<file path="src/rtl/adc_seq_pkg.sv">
// Shared constants and types for the converter exchange sequencer.
// Assumes a single 200 MHz system clock; pin clocks are sampled, not used as clocks.
package adc_seq_pkg;

    ////////////////////////////////////////////////////////////////////////////////
    // Exchange and conversion timing, in link or conversion clock counts
    localparam int EXCH_CYCLES = 10;
    localparam int CONV_CYCLES = 41;
    localparam int ADDR_BITS = 4;
    localparam int SAMPLE_HALF_PERIODS = 9;
    localparam int LEAD_ZEROS = 6;
    localparam int RESULT_BITS = 10;
    localparam int SHIFT_BITS = 16;
    localparam int CHAN_BITS = 3;

    ////////////////////////////////////////////////////////////////////////////////
    // Pin indices into the sampled pin vector
    localparam int PIN_SCLK = 0;
    localparam int PIN_CONV_CLK = 1;
    localparam int PIN_SELN = 2;
    localparam int PIN_OEN = 3;
    localparam int PIN_CMD = 4;
    localparam int NUM_PINS = 5;

    ////////////////////////////////////////////////////////////////////////////////
    // Register map, byte addresses
    localparam logic [7:0] REG_CTRL = 8'h00;
    localparam logic [7:0] REG_STATUS = 8'h04;
    localparam logic [7:0] REG_MASK = 8'h08;
    localparam logic [7:0] REG_STATE = 8'h0c;
    localparam logic [7:0] REG_RESULT = 8'h10;

    // Field positions
    localparam int CTRL_CONV_EN_BIT = 0;
    localparam int EV_DONE_BIT = 0;
    localparam int EV_READ_BIT = 1;
    localparam int EV_ABORT_BIT = 2;
    localparam int NUM_EVENTS = 3;

    // Reset values
    localparam logic [0:0] CTRL_RESET = 1'h1;
    localparam logic [NUM_EVENTS-1:0] MASK_RESET = 3'h0;
    localparam logic [NUM_EVENTS-1:0] STATUS_RESET = 3'h0;

    // Sequencer states, one-hot
    typedef enum logic [2:0] {
        ST_IDLE = 3'b001,
        ST_SAMPLE = 3'b010,
        ST_CONVERT = 3'b100
    } seq_state_t;

endpackage : adc_seq_pkg

</file>
<file path="src/rtl/adc_serial_exchange_sequencer.sv">
// Serial exchange and conversion sequencer of a 10-bit SAR converter with input mux.
// Assumes the analog core presents its finished code on convertedValue, stable at end
// of conversion, and a register master on the same clock.
`timescale 1ns/1ps
`default_nettype none
module adc_serial_exchange_sequencer #(
    parameter int ConvCycles = adc_seq_pkg::CONV_CYCLES,
    parameter int ExchCycles = adc_seq_pkg::EXCH_CYCLES
) (
    input wire logic clock,
    input wire logic nrst,
    input wire logic serialClockPin,
    input wire logic conversionClockPin,
    input wire logic selectNPin,
    input wire logic outputEnableNPin,
    input wire logic serialCommandIn,
    output logic serialOut,
    output logic serialOutEn,
    output logic conversionBusyFlag,
    output logic [adc_seq_pkg::CHAN_BITS-1:0] channelSel,
    output logic trackEnable,
    input wire logic [adc_seq_pkg::RESULT_BITS-1:0] convertedValue,
    input wire logic [7:0] regAddr,
    input wire logic [31:0] regWdata,
    input wire logic regWrite,
    input wire logic regRead,
    output logic [31:0] regRdata,
    output logic irq
);
    ////////////////////////////////////////////////////////////////////////////////
    // Pin sampling
    logic [adc_seq_pkg::NUM_PINS-1:0] pinRaw;
    logic [adc_seq_pkg::NUM_PINS-1:0] pinLvl;
    logic [adc_seq_pkg::NUM_PINS-1:0] pinRise;
    logic [adc_seq_pkg::NUM_PINS-1:0] pinFall;

    assign pinRaw = {serialCommandIn, outputEnableNPin, selectNPin, conversionClockPin, serialClockPin};

    // One synchroniser per pin, clocks included
    for (genvar i = 0; i < adc_seq_pkg::NUM_PINS; i++) begin : g_sync
        pin_edge_sync u_sync (
            .clock(clock),
            .nrst(nrst),
            .pinIn(pinRaw[i]),
            .level(pinLvl[i]),
            .rise(pinRise[i]),
            .fall(pinFall[i])
        );
    end

    logic sclkRise;
    logic sclkFall;
    logic convClkRise;
    logic selLow;
    logic selRaise;
    logic oeLow;
    logic cmdBit;

    assign sclkRise = pinRise[adc_seq_pkg::PIN_SCLK];
    assign sclkFall = pinFall[adc_seq_pkg::PIN_SCLK];
    assign convClkRise = pinRise[adc_seq_pkg::PIN_CONV_CLK];
    assign selLow = ~pinLvl[adc_seq_pkg::PIN_SELN];
    assign selRaise = pinRise[adc_seq_pkg::PIN_SELN];
    assign oeLow = ~pinLvl[adc_seq_pkg::PIN_OEN];
    assign cmdBit = pinLvl[adc_seq_pkg::PIN_CMD];

    ////////////////////////////////////////////////////////////////////////////////
    // State and datapath registers
    adc_seq_pkg::seq_state_t state_q;
    logic [3:0] bitCount_q;
    logic [adc_seq_pkg::ADDR_BITS-1:0] addr_q;
    logic fmtRight_q;
    logic [3:0] sampleCount_q;
    logic [5:0] convCount_q;
    logic busy_q;
    logic resultValid_q;
    logic [adc_seq_pkg::RESULT_BITS-1:0] result_q;
    logic [adc_seq_pkg::SHIFT_BITS-1:0] shift_q;
    logic serialOut_q;
    logic serialOutEn_q;
    logic ctrlConvEn_q;
    logic [adc_seq_pkg::NUM_EVENTS-1:0] status_q;
    logic [adc_seq_pkg::NUM_EVENTS-1:0] mask_q;
    logic [31:0] regRdata_q;
    logic irq_q;

    logic startSample;
    logic sampleDone;
    logic convDone;
    logic exchActive;
    logic shiftNow;

    // Exchange progress and sequencer triggers
    assign exchActive = selLow && (state_q != adc_seq_pkg::ST_CONVERT);
    assign startSample = (state_q == adc_seq_pkg::ST_IDLE) && exchActive && sclkRise && ctrlConvEn_q
                         && (bitCount_q == 4'(adc_seq_pkg::ADDR_BITS - 1));
    assign sampleDone = (state_q == adc_seq_pkg::ST_SAMPLE) && (sclkRise || sclkFall)
                        && (sampleCount_q == 4'(adc_seq_pkg::SAMPLE_HALF_PERIODS - 1));
    assign convDone = (state_q == adc_seq_pkg::ST_CONVERT) && convClkRise
                      && (convCount_q == 6'(ConvCycles - 1));
    assign shiftNow = exchActive && oeLow && sclkFall;

    ////////////////////////////////////////////////////////////////////////////////
    // Rising edge count of the current exchange; restarts on select high or busy fall
    always_ff @(posedge clock or negedge nrst) begin
        if (!nrst) begin
            bitCount_q <= 4'h0;
        end else if (!selLow || convDone) begin
            bitCount_q <= 4'h0;
        end else if (exchActive && sclkRise && bitCount_q < 4'(ExchCycles)) begin
            bitCount_q <= bitCount_q + 4'h1;
        end
    end

    // Address and format bits shift in on rising edges
    always_ff @(posedge clock or negedge nrst) begin
        if (!nrst) begin
            addr_q <= 4'h0;
        end else if (exchActive && sclkRise && bitCount_q < 4'(adc_seq_pkg::ADDR_BITS)) begin
            addr_q <= {addr_q[2:0], cmdBit};
        end
    end

    // Sequencer: idle holding result, sampling, converting
    always_ff @(posedge clock or negedge nrst) begin
        if (!nrst) begin
            state_q <= adc_seq_pkg::ST_IDLE;
        end else begin
            unique case (state_q)
                adc_seq_pkg::ST_IDLE: begin
                    if (startSample) begin
                        state_q <= adc_seq_pkg::ST_SAMPLE;
                    end
                end
                adc_seq_pkg::ST_SAMPLE: begin
                    if (!selLow) begin
                        state_q <= adc_seq_pkg::ST_IDLE;
                    end else if (sampleDone) begin
                        state_q <= adc_seq_pkg::ST_CONVERT;
                    end
                end
                adc_seq_pkg::ST_CONVERT: begin
                    if (convDone) begin
                        state_q <= adc_seq_pkg::ST_IDLE;
                    end
                end
            endcase
        end
    end

    // Latched format and sampling window length
    always_ff @(posedge clock or negedge nrst) begin
        if (!nrst) begin
            fmtRight_q <= 1'b0;
            sampleCount_q <= 4'h0;
        end else if (startSample) begin
            fmtRight_q <= cmdBit;
            sampleCount_q <= 4'h0;
        end else if (state_q == adc_seq_pkg::ST_SAMPLE && (sclkRise || sclkFall)) begin
            sampleCount_q <= sampleCount_q + 4'h1;
        end
    end

    // Conversion clock count and busy flag
    always_ff @(posedge clock or negedge nrst) begin
        if (!nrst) begin
            convCount_q <= 6'h00;
            busy_q <= 1'b0;
        end else if (sampleDone && selLow) begin
            convCount_q <= 6'h00;
            busy_q <= 1'b1;
        end else if (convDone) begin
            busy_q <= 1'b0;
        end else if (state_q == adc_seq_pkg::ST_CONVERT && convClkRise) begin
            convCount_q <= convCount_q + 6'h01;
        end
    end

    // Result is held until a new exchange starts the next conversion
    always_ff @(posedge clock or negedge nrst) begin
        if (!nrst) begin
            resultValid_q <= 1'b0;
            result_q <= 10'h000;
        end else if (convDone) begin
            resultValid_q <= 1'b1;
            result_q <= convertedValue;
        end else if (startSample) begin
            resultValid_q <= 1'b0;
        end
    end

    // Output shift register: load at busy fall, shift on falling edges
    always_ff @(posedge clock or negedge nrst) begin
        if (!nrst) begin
            shift_q <= 16'h0000;
        end else if (convDone) begin
            shift_q <= fmtRight_q ? {6'h00, convertedValue} : {convertedValue, 6'h00};
        end else if (shiftNow) begin
            shift_q <= {shift_q[14:0], 1'b0};
        end
    end

    // Serial output pin: zero from the edge busy rises, MSB one clock after it is loaded
    always_ff @(posedge clock or negedge nrst) begin
        if (!nrst) begin
            serialOut_q <= 1'b0;
            serialOutEn_q <= 1'b0;
        end else begin
            serialOut_q <= (state_q == adc_seq_pkg::ST_CONVERT || sampleDone) ? 1'b0 : shift_q[15];
            serialOutEn_q <= selLow;
        end
    end
    assign serialOut = serialOut_q;
    assign serialOutEn = serialOutEn_q;
    assign conversionBusyFlag = busy_q;
    assign channelSel = addr_q[3:1];
    assign trackEnable = (state_q == adc_seq_pkg::ST_SAMPLE);

    ////////////////////////////////////////////////////////////////////////////////
    // Register port, status events and interrupt
    logic [adc_seq_pkg::NUM_EVENTS-1:0] events;

    assign events = {(state_q == adc_seq_pkg::ST_CONVERT) && selRaise, startSample && resultValid_q, convDone};

    // Control and mask registers
    always_ff @(posedge clock or negedge nrst) begin
        if (!nrst) begin
            ctrlConvEn_q <= adc_seq_pkg::CTRL_RESET[0];
            mask_q <= adc_seq_pkg::MASK_RESET;
        end else if (regWrite && regAddr == adc_seq_pkg::REG_CTRL) begin
            ctrlConvEn_q <= regWdata[adc_seq_pkg::CTRL_CONV_EN_BIT];
        end else if (regWrite && regAddr == adc_seq_pkg::REG_MASK) begin
            mask_q <= regWdata[adc_seq_pkg::NUM_EVENTS-1:0];
        end
    end

    // Sticky status, write one to clear, a new event wins over the clear
    always_ff @(posedge clock or negedge nrst) begin
        if (!nrst) begin
            status_q <= adc_seq_pkg::STATUS_RESET;
        end else begin
            status_q <= (status_q & ~((regWrite && regAddr == adc_seq_pkg::REG_STATUS) ?
                         regWdata[adc_seq_pkg::NUM_EVENTS-1:0] : 3'h0)) | events;
        end
    end

    // Read data one cycle after the strobe, unmapped reads give zero
    always_ff @(posedge clock or negedge nrst) begin
        if (!nrst) begin
            regRdata_q <= 32'h0000_0000;
        end else if (regRead) begin
            unique case (regAddr)
                adc_seq_pkg::REG_CTRL: regRdata_q <= {31'h0, ctrlConvEn_q};
                adc_seq_pkg::REG_STATUS: regRdata_q <= {29'h0, status_q};
                adc_seq_pkg::REG_MASK: regRdata_q <= {29'h0, mask_q};
                adc_seq_pkg::REG_STATE: regRdata_q <= {22'h0, addr_q, fmtRight_q, state_q, resultValid_q, busy_q};
                adc_seq_pkg::REG_RESULT: regRdata_q <= {22'h0, result_q};
                default: regRdata_q <= 32'h0000_0000;
            endcase
        end else begin
            regRdata_q <= 32'h0000_0000;
        end
    end

    // Level interrupt from unmasked status
    always_ff @(posedge clock or negedge nrst) begin
        if (!nrst) begin
            irq_q <= 1'b0;
        end else begin
            irq_q <= |(status_q & mask_q);
        end
    end

    assign regRdata = regRdata_q;
    assign irq = irq_q;

    ////////////////////////////////////////////////////////////////////////////////
    // Checks
    logic [5:0] busyClocks_q;
    // Counts conversion clocks seen while busy
    always_ff @(posedge clock or negedge nrst) begin
        if (!nrst) begin
            busyClocks_q <= 6'h00;
        end else if (sampleDone && selLow) begin
            busyClocks_q <= 6'h00;
        end else if (busy_q && convClkRise) begin
            busyClocks_q <= busyClocks_q + 6'h01;
        end
    end
endmodule : adc_serial_exchange_sequencer
`default_nettype wire

</file>
<file path="src/rtl/pin_edge_sync.sv">
// Two-flop synchroniser with edge detection for one external pin.
// Assumes the pin is asynchronous to clock and changes no faster than a few cycles.
`timescale 1ns/1ps
`default_nettype none
module pin_edge_sync (
    input wire logic clock,
    input wire logic nrst,
    input wire logic pinIn,
    output logic level,
    output logic rise,
    output logic fall
);
    logic meta_q;
    logic sync_q;
    logic prev_q;

    // First flop feeds only the second
    always_ff @(posedge clock or negedge nrst) begin
        if (!nrst) begin
            meta_q <= 1'b0;
            sync_q <= 1'b0;
        end else begin
            meta_q <= pinIn;
            sync_q <= meta_q;
        end
    end

    // Delayed copy for edge finding
    always_ff @(posedge clock or negedge nrst) begin
        if (!nrst) begin
            prev_q <= 1'b0;
        end else begin
            prev_q <= sync_q;
        end
    end

    // Level and one-cycle edge pulses
    assign level = sync_q;
    assign rise = sync_q & ~prev_q;
    assign fall = ~sync_q & prev_q;

endmodule : pin_edge_sync
`default_nettype wire

</file>
<file path="config.mk">
export PLATFORM = sky130hd
export DESIGN_NAME = adc_serial_exchange_sequencer
export DESIGN_NICKNAME = d
export VERILOG_FILES = /design/src/rtl/adc_seq_pkg.sv /design/src/rtl/adc_serial_exchange_sequencer.sv /design/src/rtl/pin_edge_sync.sv
export SDC_FILE = /design/constraint.sdc
export NUM_CORES = 1
export LEC_CHECK = 0
export BUFFER_PORTS_ARGS = -buffer_cell sky130_fd_sc_hd__buf_4
export CAP_MARGIN = 25
export CORE_UTILIZATION = 55
export DETAILED_ROUTE_END_ITERATION = 7
export GPL_ROUTABILITY_DRIVEN = 0
export PLACE_DENSITY = 0.88
export SYNTH_ARGS = -nofsm -noshare
export SYNTH_HDL_FRONTEND = slang
export SYNTH_SLANG_ARGS = --single-unit
</file>
<file path="constraint.sdc">
create_clock -name clock -period 5.4 [get_ports clock]
set_input_delay 0.81 -clock clock [delete_from_list [all_inputs] [get_ports clock]]
set_output_delay 0.81 -clock clock [all_outputs]
set_load 0.05 [all_outputs]
</file>
# Word level (Yosys, flattened, before mapping)
# Index checks and enable logic that the tools add are counted.
[word_totals]
ff_bits = 105
latch_bits = 0
mem_bits_rw = 0
romBits = 0
in_bits = 59
output_inout_bits = 40
word_cells = 122
n_memories = 0
[op_classes]
addsub = 3
n_mul = 0
n_div = 0
magnitude_cmp = 2
eq_ne = 15
shifts = 0
muxes = 23
bitwise_logic = 15
reduce_logical = 34
[op_table]
columns = ["operator", "count"]
rows = [
  ["$pmux 10 s5", 1],
  ["$mux 16", 3],
  ["$mux 32", 1],
  ["$logic_and 1x1->1", 20],
  ["$mux 6", 3],
  ["$eq 8x4->1 const B", 2],
  ["$mux 4", 4],
  ["$mux 3", 5],
  ["$reduce_bool 2->1", 6],
  ["$pmux 3 s3", 1],
  ["$add 4x1->4 const B", 2],
  ["$eq 8x3->1 const B", 1],
  ["$eq 8x5->1 const B", 1],
  ["$logic_not 8->1", 1],
  ["$not 1->1", 7],
  ["$add 6x1->6 const B", 1],
  ["$and 3x3->3", 2],
  ["$eq 6x6->1 const B", 1],
  ["$mux 1", 5],
  ["$and 1x1->1", 4],
  ["$eq 4x2->1 const B", 1],
  ["$eq 4x4->1 const B", 1],
  ["$lt 4x3->1 const B", 1],
  ["$lt 4x4->1 const B", 1],
  ["other kinds (13)", 17],
]

# Depth between registers and ports, before layout
[depth]
word_depth = 8
depth_mapped = 8
mapped_depth_nobuf = 6

# Hierarchy
# A second synthesis with hierarchy kept.
[hier_totals]
cells_unflattened = 369
area_unflattened_um2 = 4018.9
[modules_own_cells]
columns = ["mod", "instances", "cells_each", "area_each_um2", "seq_area_each_um2"]
rows = [
  ["adc_serial_exchange_sequencer", 1, 344, 3568.4, 1754.2],
  ["pin_edge_sync", 5, 5, 90.1, 75.1],
]

# Worst setup path before layout
# OpenSTA, ideal clock, no wires.
[synth_path]
path_type = "register -> output"
start = "reg state_q[1]"
end = "out trackEnable"
arrival_time_ns = 1.591
t_required_ns = 4.590
setup_slack_ns = 2.999
stages_incl_launch_ff = 3
path_buffers = 0
cell_sequence = "dfrtp_1 inv_1 nor3_1"
[synth_between]
elab_chain_len = 1
[synth_rtl]
columns = ["element", "line", "source"]
rows = [
  ["from (decl)", "adc_serial_exchange_sequencer.sv:69", "adc_seq_pkg::seq_state_t state_q;"],
  ["from (signal assigned)", "adc_serial_exchange_sequencer.sv:127", "state_q <= adc_seq_pkg::ST_IDLE;"],
  ["from (signal assigned)", "adc_serial_exchange_sequencer.sv:132", "state_q <= adc_seq_pkg::ST_SAMPLE;"],
  ["from (signal assigned)", "adc_serial_exchange_sequencer.sv:137", "state_q <= adc_seq_pkg::ST_IDLE;"],
  ["$eq 3x2->1", "adc_serial_exchange_sequencer.sv:217", "assign trackEnable = (state_q == adc_seq_pkg::ST_SAMPLE);"],
  ["to (decl)", "adc_serial_exchange_sequencer.sv:21", "output logic trackEnable,"],
]
# Every way passes these cells.

# Final worst setup path
[layout_path]
start = "reg state_q[1]"
end = "reg shift_q[9] in the netlist's numbering"
[layout_between]
elab_chain_len = 5
word_cells_on_any_way = 9
cone_classes = "eq/ne (2); mux (1); reduce/logical (6)"
[layout_rtl]
columns = ["element", "line", "source"]
rows = [
  ["$ne 3x3->1", "adc_serial_exchange_sequencer.sv:94", "assign exchActive = selLow && (state_q != adc_seq_pkg::ST_CONVERT);"],
  ["$logic_and 1x1->1", "adc_serial_exchange_sequencer.sv:94", ""],
  ["$logic_and 1x1->1 (2 in series)", "adc_serial_exchange_sequencer.sv:101", "assign shiftNow = exchActive && oeLow && sclkFall;"],
  ["$reduce_bool 2->1 (no source line)", "--", ""],
  ["to (signal assigned)", "adc_serial_exchange_sequencer.sv:197", "shift_q <= fmtRight_q ? {6'h00, convertedValue} : {convertedValue, 6'h00};"],
  ["to (signal assigned)", "adc_serial_exchange_sequencer.sv:199", "shift_q <= {shift_q[14:0], 1'b0};"],
  ["to (decl)", "adc_serial_exchange_sequencer.sv:78", "logic [adc_seq_pkg::SHIFT_BITS-1:0] shift_q;"],
]
# Several ways; a longest one is shown, not always the timed one.
# A chain may end at the register's enable or synchronous reset.

==> summary.log <==
[synthesis] area share of the largest cell type after synthesis 52.4%
[power_and_ir_drop] leakage power 2.09 nW
[synthesis] count of cell types in the netlist 53
[floorplanning] height of the die 85.9 um
[timing] unrepaired setup endpoints after global routing no
[power_and_ir_drop] power after layout 1.64 mW
[clock_tree] TritonCTS clock tree yes
[cells_and_area] combined flip-flop and latch cell area 2080 um2
[synthesis] Seq/Total Area, Yosys 53.8%
[cells_and_area] top library cells by usage in the layout, fill and taps aside sky130_fd_sc_hd__dfrtp_1 (81), sky130_fd_sc_hd__buf_4 (48), sky130_fd_sc_hd__nor2_1 (25)
[floorplanning] chip width 85.9 um
[drt] router iterations before antenna repair 7
[timing] aggregate negative setup slack 0 ns
[placement] Cell Area, Placed 4150 um2
[floorplanning] number of standard-cell rows in the floorplan 30
[synthesis] synth warn 0
[drt] total wire length after detailed routing 7.31 mm
[worst_setup_path] biggest fanout along the worst timing path 18
[synthesis] XOR/XNOR Fraction of Synth Area 2.26%
[placement] # port buffers 47
[timing] final hold slack 0.338 ns
[synthesis] Yosys top cell by area sky130_fd_sc_hd__dfrtp_1
[drt] Starting DRT DRC Count 211
[cells_and_area] area occupied by multi-input gates 1550 um2
[timing] min Tclk post-route 2.63 ns
[synthesis] leading cell types by total area after synthesis sky130_fd_sc_hd__dfrtp_1 (52%), sky130_fd_sc_hd__buf_4 (5.4%), sky130_fd_sc_hd__mux2i_1 (4.9%)
[power_and_ir_drop] power density of the placed cells 370 nW/um2
[clock_tree] number of sinks driven by the clock tree 83
[worst_setup_path] startpoint of the most critical setup path state_q[1]
[cells_and_area] # diodes 0
[timing] worst clock skew 0.00808 ns
[grt] largest net degree at the start of global routing 84
[clock_tree] setup fix buffers added after clock tree synthesis 0
[cells_and_area] Filler Cell Count 509
[worst_setup_path] worst endpoint required time 5.60 ns
[drt] post-route DRC violation count 0
[synthesis] share of flip-flops with an asynchronous set or reset 100%
[synthesis] leading register cell type out of synthesis sky130_fd_sc_hd__dfrtp_1
[synthesis] instance count of the mapped netlist 338
[clock_tree] clock latency of the later-clocked register in the worst-skew pair 0.35 ns
[grt] GRT overflow 0
[grt] vias in the first global route 2552
[synthesis] Synth Area in Simple Gates 14.7%
[floorplanning] top-level I/O count 99
[grt] initial antenna violation count 0
[clock_tree] clock-pin slew of the registers on the worst-case setup and hold paths 0.08 ns
[synthesis] area fraction in compound gates after synthesis 8.31%
[clock_tree] Post-CTS Resized 0
[clock_tree] CTS H-tree lvls 3
[drt] final antenna-violating net count 0
[floorplanning] floorplan core area 6790 um2
[timing] achievable clock frequency 0.380 GHz
[worst_setup_path] critical path launch point type flip-flop
[worst_setup_path] delay of the slowest critical-path stage 0.92 ns
[cells_and_area] final cell count without fillers 481
[synthesis] number of flops mapped to enable cells by yosys 0
[timing] final setup fails 0
[placement] Cell Count Post-Placement 463
[cells_and_area] commonest non-fill, non-tap cell in the layout sky130_fd_sc_hd__dfrtp_1
[clock_tree] CTS Buffer Depth 2
[grt] GRT Resource Usage Total 22.0%
[placement] worst setup slack after placement 2.83 ns
[worst_setup_path] source of the worst register-to-register timing path state_q[1]
[timing] hold violation count in the final report 0
[synthesis] largest family of logic cells by synthesized area simple AND/OR/NAND/NOR gates
[worst_setup_path] reg-to-reg slack, setup 2.77 ns
[synthesis] synthesized-area fraction occupied by adder cells 2.26%
[worst_setup_path] CP Data Arrival Time 2.83 ns
[synthesis] Seq cells post-synth 83
[power_and_ir_drop] maximum ir drop on the vdd rail 0.186 mV
[worst_setup_path] cell with the largest stage delay on the worst path sky130_fd_sc_hd__or4_1
[worst_setup_path] capturing element of the worst setup path shift_q[9]
[cells_and_area] share of layout cells above drive strength 1 22.9%
[floorplanning] initial core utilization 56.9%
[worst_setup_path] capture point of the worst reg-to-reg path shift_q[9]
[worst_setup_path] Worst Reg2Reg Path Length in Cells 4
[clock_tree] cell at the root of the clock tree sky130_fd_sc_hd__clkbuf_8
[timing] part of the cycle the worst path needs 48.7%
[hold_path] class of the tightest hold or removal check input port to asynchronous set/reset pin
[grt] global-route wire length before repair 12.3 mm
[timing] max-slew violation count 0
[synthesis] post-synthesis mux area share 10.4%
[cells_and_area] nets@finish 446
[drt] vias after detailed routing 2616
[worst_setup_path] category of the critical setup timing path flip-flop to flip-flop
[cells_and_area] final design area excluding fillers 4430 um2
[worst_setup_path] series of cell instances along the critical path or3b_1 -> or4_1 -> a211oi_1 -> a21oi_1
[timing] measured slew at the worst slew-check pin 1.04 ns
[cells_and_area] final core utilization 65.2%
[cells_and_area] layout-stage area growth over the synthesis result 14.4%
[placement] post-detailed-placement half-perimeter wirelength 4.96 mm
[floorplanning] die area 7370 um2
[job] Max Cap Violations 0
[clock_tree] hold buffer count at CTS 0
[run_status] result of the run finished clean
[synthesis] cell area after synthesis 3870 um2
[timing] remaining max-slew budget at the tightest pin 29.5%
[drt] wire length per cell 15.2 um
[synthesis] syn avg cell area 11.4 um2
[worst_setup_path] crit end category flip-flop
[clock_tree] clock buffer count from CTS 9
[timing] Final WS setup 2.77 ns
[drt] detail-routed via count per cell 5.44
[power breakdown]
part / switching (mW) / internal, mW / leakage (nW) / total (mW)
sequential: 0.0703 / 0.708 / 1.02 / 0.779
clock: 0.222 / 0.308 / 0.113 / 0.530
combinational: 0.207 / 0.121 / 0.961 / 0.328
[area by class of cell]
type | instances | share of cell area, %
Tap cell | 96 | 2.71
Clock inverter | 6 | 2.57
Timing Repair Buffer | 50 | 8.88
Inverter | 11 | 0.933
Sequential cell | 83 | 47.0
Multi-Input combinational cell | 225 | 35.0
Clock buffer | 10 | 2.88
[cells by family (layout without fill, tap and decap cells)]
group | after synthesis | in the layout
buffers and inverters | 51 | 77
adders and majority gates | 7 | 7
xor gates and xnor gates | 10 | 10
and+or+nand+nor | 100 | 100
AOI/OAI and AO/OA | 49 | 49
other | 1 | 22
DFF | 83 | 83
muxes | 37 | 37
[sequential cells by signal, summed over array words and instances (netlist names), 3 cells and up]
| signal | cells |
|---|---|
| addr_q | 4 |
| bitCount_q | 4 |
| convCount_q | 6 |
| g_sync.u_sync.level | 5 |
| g_sync.u_sync.meta_q | 5 |
| g_sync.u_sync.prev_q | 3 |
| mask_q | 3 |
| regRdata | 10 |
| result_q | 10 |
| sampleCount_q | 4 |
| shift_q | 16 |
| state_q | 3 |
| status_q | 3 |
[worst min-delay path by stage]
stage	from	endpoint	slack, ns	cells after the start
finish	nrst	regRdata[8]	0.34	1
global route	nrst	regRdata[8]	0.35	1
CTS	g_sync[0].u_sync.meta_q	g_sync[0].u_sync.level	0.35	0
detailed placement	g_sync[0].u_sync.meta_q	g_sync[0].u_sync.level	0.33	0
global placement	g_sync[0].u_sync.meta_q	g_sync[0].u_sync.level	0.33	0
floorplan	g_sync[0].u_sync.meta_q	g_sync[0].u_sync.level	0.33	0
[worst max-delay path, delay by kind of cell, from the launching register on]
family | cells | cell delay [ns]
and+or+nand+nor | 2 | 1.54
DFF | 1 | 0.47
AOI/OAI and AO/OA | 2 | 0.45
[synthesized netlist by cell type (2+ instances only)]
| cell type | number |
|---|---|
| sky130_fd_sc_hd__buf_4 | 28 |
| sky130_fd_sc_hd__o21ai_0 | 15 |
| sky130_fd_sc_hd__o22a_1 | 2 |
| sky130_fd_sc_hd__inv_1 | 11 |
| sky130_fd_sc_hd__a211oi_1 | 4 |
| sky130_fd_sc_hd__a21oi_1 | 7 |
| sky130_fd_sc_hd__ha_1 | 7 |
| sky130_fd_sc_hd__nor3b_1 | 2 |
| sky130_fd_sc_hd__clkbuf_1 | 5 |
| sky130_fd_sc_hd__buf_6 | 2 |
| sky130_fd_sc_hd__mux2i_1 | 19 |
| sky130_fd_sc_hd__nand4b_1 | 5 |
| sky130_fd_sc_hd__nor3_1 | 10 |
| sky130_fd_sc_hd__nand2_1 | 14 |
| sky130_fd_sc_hd__nand3b_1 | 6 |
| sky130_fd_sc_hd__buf_2 | 4 |
| sky130_fd_sc_hd__nand2b_1 | 3 |
| sky130_fd_sc_hd__mux2_2 | 16 |
| sky130_fd_sc_hd__o31ai_1 | 3 |
| sky130_fd_sc_hd__a22oi_1 | 8 |
| sky130_fd_sc_hd__xor2_1 | 6 |
| sky130_fd_sc_hd__nor2_1 | 25 |
| sky130_fd_sc_hd__nand3_1 | 12 |
| sky130_fd_sc_hd__nor2b_1 | 8 |
| sky130_fd_sc_hd__nand4_1 | 4 |
| sky130_fd_sc_hd__xnor2_1 | 4 |
| sky130_fd_sc_hd__dfrtp_1 | 81 |
| sky130_fd_sc_hd__dfstp_2 | 2 |
[routing by layer]
| metal | routed length (um) | vias to the layer above | track usage (%) |
|---|---|---|---|
| met5 | 0 | - | 0 |
| met4 | 153 | 0 | 11.4 |
| met3 | 343 | 14 | 4.43 |
| met2 | 3630 | 83 | 34.6 |
| met1 | 3190 | 1287 | 29.2 |
| li1 | - | 1232 | - |
Note: power is estimated with default switching activity, not from simulation.
